## src/skip_call_pkg.sv

```systemverilog
// constants for the skip/call/clear/complement decode and execute block
// assumes one core clock; fetch supplies one 14-bit word per issue
package skip_call_pkg;
  localparam int          INSN_W        = 14;
  localparam int          PC_W          = 12;
  localparam int          DATA_W        = 8;
  localparam int          FADDR_W       = 7;
  localparam logic [13:0] CLEAR_ACCUMULATOR_WORD     = 14'h0140;
  localparam logic [13:0] KICK_WORD     = 14'h0004;
  localparam logic [6:0]  CLEAR_FILE_REG_TOP      = 7'h03;
  localparam logic [5:0]  INVERT_FILE_REG_TOP      = 6'h09;
  localparam logic [4:0]  BTSS_TOP      = 5'h0B;
  localparam logic [1:0]  CALL_TOP      = 2'h2;
  localparam logic [7:0]  ZERO_BYTE     = 8'h00;
  localparam logic [7:0]  WDOG_RESET    = 8'h00;
  localparam logic [11:0] PC_RESET      = 12'h000;
  localparam logic        TIMEOUT_RESET = 1'b1;
  localparam logic        SLEEP_RESET   = 1'b1;
  typedef enum logic [2:0] {
    OP_NONE, OP_BTSS, OP_CALL, OP_CLEAR_FILE_REG, OP_CLEAR_ACCUMULATOR, OP_KICK, OP_INVERT_FILE_REG
  } op_e;
endpackage : skip_call_pkg

```

## src/skip_call_decode.sv

```systemverilog
// pure decoder of one instruction word into an operation class
// assumes the word is stable while valid
`timescale 1ns/100ps
module skip_call_decode
  import skip_call_pkg::*;
(
  input  wire logic [skip_call_pkg::INSN_W-1:0] insn_i,
  output skip_call_pkg::op_e                    op_o
);
  always_comb begin
    op_o = OP_NONE;
    if (insn_i == CLEAR_ACCUMULATOR_WORD) begin
      op_o = OP_CLEAR_ACCUMULATOR;
    end else if (insn_i == KICK_WORD) begin
      op_o = OP_KICK;
    end else if (insn_i[13:7] == CLEAR_FILE_REG_TOP) begin
      op_o = OP_CLEAR_FILE_REG;
    end else if (insn_i[13:8] == INVERT_FILE_REG_TOP) begin
      op_o = OP_INVERT_FILE_REG;
    end else if (insn_i[13:9] == BTSS_TOP) begin
      op_o = OP_BTSS;
    end else if (insn_i[13:12] == CALL_TOP) begin
      op_o = OP_CALL;
    end
  end
endmodule : skip_call_decode

```

## src/bit_skip_call_clear_ops.sv

```systemverilog
// execute stage for skip, call, clear and complement operations
// assumes register file read is combinational via rd_addr_o/rd_data_i
`timescale 1ns/100ps
module bit_skip_call_clear_ops
  import skip_call_pkg::*;
#(
  parameter int DATA_WIDTH = 8
) (
  input  wire logic                          ref_clk_i,
  input  wire logic                          reset_n_i,
  input  wire logic                          insn_valid_i,
  input  wire logic [skip_call_pkg::INSN_W-1:0] insn_i,
  input  wire logic [skip_call_pkg::PC_W-1:0]   insn_pc_i,
  output logic [skip_call_pkg::FADDR_W-1:0]  rd_addr_o,
  input  wire logic [DATA_WIDTH-1:0]         rd_data_i,
  input  wire logic                          watchdog_timeout_i,
  output logic                               busy_o,
  output logic                               squash_o,
  output logic                               pc_load_o,
  output logic [skip_call_pkg::PC_W-1:0]     program_counter_o,
  output logic                               push_o,
  output logic [skip_call_pkg::PC_W-1:0]     stack_head_o,
  output logic                               reg_we_o,
  output logic [skip_call_pkg::FADDR_W-1:0]  reg_waddr_o,
  output logic [DATA_WIDTH-1:0]              reg_wdata_o,
  output logic [DATA_WIDTH-1:0]              accumulator_o,
  output logic                               zero_flag_o,
  output logic [DATA_WIDTH-1:0]              watchdog_counter_o,
  output logic                               timeout_flag_o,
  output logic                               sleep_entered_flag_o
);
  import skip_call_pkg::*;

  // the byte-wide datapath cannot serve any other width
  if (DATA_WIDTH != DATA_W) begin : g_bad_width
    $error("DATA_WIDTH must equal 8");
  end

  // ********************************************
  // decode
  // ********************************************
  op_e                  op;
  logic                 second_cycle;
  logic                 issue;
  logic [DATA_WIDTH-1:0] inverted;

  skip_call_decode u_decode (
    .insn_i (insn_i),
    .op_o   (op)
  );

  // the second cycle of a two-cycle op takes no new word
  assign issue    = insn_valid_i && !second_cycle;
  assign inverted = ~rd_data_i;

  always_comb begin
    rd_addr_o = insn_i[FADDR_W-1:0];
    if (op == OP_BTSS) begin
      rd_addr_o = {1'b0, insn_i[5:0]};
    end
  end

  // ********************************************
  // cycle control
  // ********************************************
  always_ff @(posedge ref_clk_i or negedge reset_n_i) begin
    if (!reset_n_i) begin
      second_cycle <= 1'b0;
      squash_o     <= 1'b0;
      busy_o       <= 1'b0;
    end else begin
      second_cycle <= 1'b0;
      squash_o     <= 1'b0;
      busy_o       <= 1'b0;
      if (issue && op == OP_BTSS && rd_data_i[insn_i[8:6]]) begin
        second_cycle <= 1'b1;
        squash_o     <= 1'b1;
        busy_o       <= 1'b1;
      end else if (issue && op == OP_CALL) begin
        second_cycle <= 1'b1;
        squash_o     <= 1'b1;
        busy_o       <= 1'b1;
      end
    end
  end

  // ********************************************
  // program counter and return stack
  // ********************************************
  always_ff @(posedge ref_clk_i or negedge reset_n_i) begin
    if (!reset_n_i) begin
      pc_load_o         <= 1'b0;
      program_counter_o <= PC_RESET;
      push_o            <= 1'b0;
      stack_head_o      <= PC_RESET;
    end else begin
      pc_load_o <= 1'b0;
      push_o    <= 1'b0;
      if (issue && op == OP_CALL) begin
        pc_load_o         <= 1'b1;
        program_counter_o <= insn_i[PC_W-1:0];
        push_o            <= 1'b1;
        stack_head_o      <= insn_pc_i + 12'h001;
      end
    end
  end

  // ********************************************
  // register file write and accumulator
  // ********************************************
  always_ff @(posedge ref_clk_i or negedge reset_n_i) begin
    if (!reset_n_i) begin
      reg_we_o    <= 1'b0;
      reg_waddr_o <= '0;
      reg_wdata_o <= ZERO_BYTE;
    end else begin
      reg_we_o <= 1'b0;
      if (issue && op == OP_CLEAR_FILE_REG) begin
        reg_we_o    <= 1'b1;
        reg_waddr_o <= insn_i[FADDR_W-1:0];
        reg_wdata_o <= ZERO_BYTE;
      end else if (issue && op == OP_INVERT_FILE_REG && insn_i[7]) begin
        reg_we_o    <= 1'b1;
        reg_waddr_o <= insn_i[FADDR_W-1:0];
        reg_wdata_o <= inverted;
      end
    end
  end

  always_ff @(posedge ref_clk_i or negedge reset_n_i) begin
    if (!reset_n_i) begin
      accumulator_o <= ZERO_BYTE;
    end else if (issue && op == OP_CLEAR_ACCUMULATOR) begin
      accumulator_o <= ZERO_BYTE;
    end else if (issue && op == OP_INVERT_FILE_REG && !insn_i[7]) begin
      accumulator_o <= inverted;
    end
  end

  // skip and call leave all flags alone
  always_ff @(posedge ref_clk_i or negedge reset_n_i) begin
    if (!reset_n_i) begin
      zero_flag_o <= 1'b0;
    end else if (issue && (op == OP_CLEAR_FILE_REG || op == OP_CLEAR_ACCUMULATOR)) begin
      zero_flag_o <= 1'b1;
    end else if (issue && op == OP_INVERT_FILE_REG) begin
      zero_flag_o <= (inverted == ZERO_BYTE);
    end
  end

  // ********************************************
  // watchdog counter and power flags
  // ********************************************
  // counter here advances on every clock that is not a kick; the kick clears it
  always_ff @(posedge ref_clk_i or negedge reset_n_i) begin
    if (!reset_n_i) begin
      watchdog_counter_o   <= WDOG_RESET;
      timeout_flag_o       <= TIMEOUT_RESET;
      sleep_entered_flag_o <= SLEEP_RESET;
    end else if (issue && op == OP_KICK) begin
      watchdog_counter_o   <= WDOG_RESET;
      timeout_flag_o       <= 1'b1;
      sleep_entered_flag_o <= 1'b1;
    end else begin
      watchdog_counter_o <= watchdog_counter_o + 8'h01;
      if (watchdog_timeout_i) begin
        timeout_flag_o <= 1'b0;
      end
    end
  end
endmodule : bit_skip_call_clear_ops

```

## config.mk

```make
export PLATFORM = sky130hd
export DESIGN_NAME = bit_skip_call_clear_ops
export DESIGN_NICKNAME = d
export VERILOG_FILES = /design/src/skip_call_pkg.sv /design/src/skip_call_decode.sv /design/src/bit_skip_call_clear_ops.sv
export SDC_FILE = /design/constraint.sdc
export NUM_CORES = 1
export LEC_CHECK = 0
export ABC_AREA = 1
export ABC_CLOCK_PERIOD_IN_PS = 1400
export BUFFER_PORTS_ARGS = -buffer_cell sky130_fd_sc_hd__buf_2
export CELL_PAD_IN_SITES_DETAIL_PLACEMENT = 2
export CELL_PAD_IN_SITES_GLOBAL_PLACEMENT = 2
export CORE_AREA = 2 2 112 114
export CTS_CLUSTER_DIAMETER = 50
export DETAILED_ROUTE_END_ITERATION = 8
export DIE_AREA = 0 0 114 116
export PLACE_DENSITY = 0.81
export SKIP_CTS_REPAIR_TIMING = 1
export SLEW_MARGIN = 5
export SYNTH_ARGS = -nofsm -noshare
export SYNTH_HDL_FRONTEND = slang
export SYNTH_SLANG_ARGS = --single-unit
```

## constraint.sdc

```tcl
create_clock -name ref_clk_i -period 1.4 [get_ports ref_clk_i]
set_input_delay 0.28 -clock ref_clk_i [delete_from_list [all_inputs] [get_ports ref_clk_i]]
set_output_delay 0.28 -clock ref_clk_i [all_outputs]
set_load 0.01 [all_outputs]
```

==> out/results.tsv <==
stage	metric	value	unit
outcome	outcome	complete, but fails checks	
outcome	violations	setup timing	
clocking	cts_buffers	9	
power_and_ir_drop	power.density	1340	nW/µm²
timing	fin_crit	1500	ps
worst_setup_path	critPathTopFamily	buffers and inverters	
yosys	synth_ff_type	dfrtp_1	
worst_setup_path	cp_num_buf_inv	3	
routing	dr_total_vias	2972	
worst_setup_path	crit_fanout	6	
floorplan	io_pins	108	
routing	via_per_inst	4.60	
layout	fin_cells	646	
grt	grt_pass1_wl	16700	µm
yosys	ys_async_sr_fraction	1.00	
worst_setup_path	r2r_cells	8	
yosys	ys_top_cells_by_area	dfrtp_1 48%, nand2_1 9.0%, o21ai_2 6.5%	
timing	fin_ws	-103	ps
layout	diodes	0	
placement	portBuffers	106	
yosys	syn-mean-instance-area	8.80	µm²
placement	gp_congestion	0.795	
routing	post_drt_wl_per_cell	17.5	µm
placement	dp_cells	621	
layout	ff_latch_area	1500	µm²
routing	drtPass1Iterations	4	
floorplan	fp.dieArea	13200	µm²
clocking	clock_latency	330	ps
timing	finClkSkew	3.27	ps
worst_setup_path	crit_path_end_kind	flop	
timing	fin_hold_ws	116	ps
grt	track_usage	0.164	
timing	finalHoldViolations	0	
timing	finalSetupViolCount	47	
yosys	syn_inst	350	
floorplan	coreArea	11900	µm²
grt	grt_pass1_vias	3311	
yosys	synth_edf_count	0	
worst_setup_path	cp-start-kind	flop	
routing	drt_iter0_markers	37	
layout	area_delta_synth_final	52.2	%
yosys	yosysTopAreaCell	dfrtp_1	
yosys	netlist_area	3080	µm²
layout	nFillCells	1328	
timing	tightest_slew	531	ps
yosys	ys_seq_area_frac	0.488	
worst_setup_path	endpoint	reg_wdata_o[1]	
yosys	synth-seq-cells	60	
worst_setup_path	r2r_start	second_cycle	
routing	ant_nets	0	
worst_setup_path	worstPathArrival	1760	ps
power_and_ir_drop	leakagePower	2.39	nW
power_and_ir_drop	vdd_drop_max	0.529	mV
clocking	path_clk_slew	60	ps
yosys	ys_warn_count	0	
job	max_cap_violations	0	
routing	wl	11300	µm
placement	pre_cts_ws	-214	ps
layout	final_util	0.394	
floorplan	die_height	116	µm
worst_setup_path	rrSetupSlack	-100	ps
grt	grt_overflow	0	
timing	fin_crit_sh	1.07	
yosys	synth_top_cell_area_share	0.479	
worst_setup_path	cp_cell_sequence	nor2_4 -> buf_12 -> nand4_4 -> o21ai_4 -> buf_12 -> buf_12 -> nand3_2 -> o21ai_2	
worst_setup_path	cpMaxStageDelayCell	dfrtp_1	
worst_setup_path	path_depth	8	
timing	slew_headroom	0.646	
routing	remaining_drc_errors	0	
timing	rsz0062_at_grt	yes	
clocking	cts-htree-levels	3	
yosys	synth.distinct_cells	40	
layout	layout-drive-gt1-share	0.491	
grt	antenna_found_initial	0	
placement	dpl.hpwl	8090	µm
grt	grt_max_degree	27	
timing	fmax	665	MHz
floorplan	initial_utilization	0.259	
timing	drv_slew	0	
layout	final_net_count	534	
clocking	clockBufferDepth	2	
layout	multiInputGateArea	1420	µm²
worst_setup_path	max_stage_delay	410	ps
worst_setup_path	timing.rr.end	reg_wdata_o[1]	
clocking	root_buffer	clkbuf_16	
yosys	syn_nets	390	
min_path	holdCritPathClass	input pin to flop	
timing	setup_tns	-2470	ps
clocking	clock_sinks	60	
worst_setup_path	critPathKind	flop to flop	
worst_setup_path	required	1650	ps
clocking	cts_tree	done	
worst_setup_path	crit_top_cell	buf_12	
floorplan	die_x	114	µm
floorplan	num_rows	40	
worst_setup_path	crit_start	second_cycle	
## Yosys cell counts (2+ instances only)
cell      instances
nand3_1          31
buf_6             6
o21ai_1           4
nand2_2           2
o21ai_2          23
o21ai_0          13
ha_1              2
xor2_1            6
inv_1            48
a31oi_1           2
o221ai_1          2
nor2_1           25
xnor2_1           2
buf_4             9
nand2_1          74
nand4_1           5
a21oi_1           5
inv_2             5
nor3_1            2
nand3b_1          2
nor2_2            4
dfrtp_1          59
nand4_4           2
## power breakdown
group | internal [W] | switching [W] | total, W
Clock | 0.00170 | 0.000816 | 0.00251
Sequential | 0.00207 | 0.000238 | 0.00231
Combinational | 0.000638 | 0.000804 | 0.00144
## kinds of logic after synthesis
family / share of synthesized area
XOR/XNOR: 0.0227
other: 0.00122
buffers and inverters: 0.114
AND/OR/NAND/NOR: 0.242
flip-flops: 0.488
adder cells (fa/ha/maj): 0.00812
AO/OA/AOI/OAI: 0.124
## layer usage
layer / vias up / share of wire / global-route usage / wire length [µm]
met2: 79 / 0.54 / 0.297 / 6080
met4: 0 / 0.017 / 0.0659 / 196
met3: 14 / 0.049 / 0.0366 / 557
li1: 1392 / - / - / -
met1: 1487 / 0.40 / 0.188 / 4460
met5: - / 0 / 0 / 0
## sequential cells by signal, summed over array words and instances (netlist names)
register and flops:
second_cycle 1, program_counter_o 12, stack_head_o 12, reg_we_o 1, accumulator_o 8, reg_waddr_o 7
timeout_flag_o 1, zero_flag_o 1, watchdog_counter_o 8, push_o 1, reg_wdata_o 8
## cells in the final DEF, fill, tap and decap left out, types with 2 or more instances in the layout
cell         n
buf_2      106
dfrtp_1     59
nand2_1     57
inv_1       48
buf_4       29
o21ai_2     24
nand3_1     23
nor2_1      22
nand2_2     13
o21ai_0     13
clkbuf_16   13
buf_12       8
nand2_4      7
xor2_1       6
nand3_2      6
nor2_4       5
nand4_1      5
inv_2        4
a21oi_1      4
clkinv_2     3
nor2_2       3
nand3_4      3
clkbuf_8     3
nand3b_1     2
nand4_4      2
o21ai_4      2
o221ai_1     2
a31oi_1      2
o21ai_1      2
xnor2_1      2
a21oi_2      2
bufinv_16    2
buf_6        2
## area by class of cell
cell class / instances / area share
timing repair buffer: 150 / 0.222
multi-input combinational: 218 / 0.302
sequential: 60 / 0.320
inverter: 55 / 0.0448
tap: 147 / 0.0392
clock buffer: 12 / 0.0568
clock inverter: 4 / 0.0149
## worst min path at each step
stage               depth (start not counted)                   end                from  slack (ps)
finish                                      2        timeout_flag_o  watchdog_timeout_i         120
global route                                2        timeout_flag_o  watchdog_timeout_i         130
CTS                                         1  program_counter_o[5]           reset_n_i         -70
detailed placement                          1  program_counter_o[5]           reset_n_i         290
global placement                            1  program_counter_o[5]           reset_n_i         280
floorplan                                   0      accumulator_o[0]           reset_n_i         -20
## through the flow
stage | instance area [µm²] | power, W
floorplan | 3080 | 0.00296
global placement | 4000 | 0.00360
detailed placement | 4000 | 0.00367
CTS | 4340 | 0.00622
global route | 4690 | 0.00661
finish | 4690 | 0.00626
(Power assumes the default switching activity.)
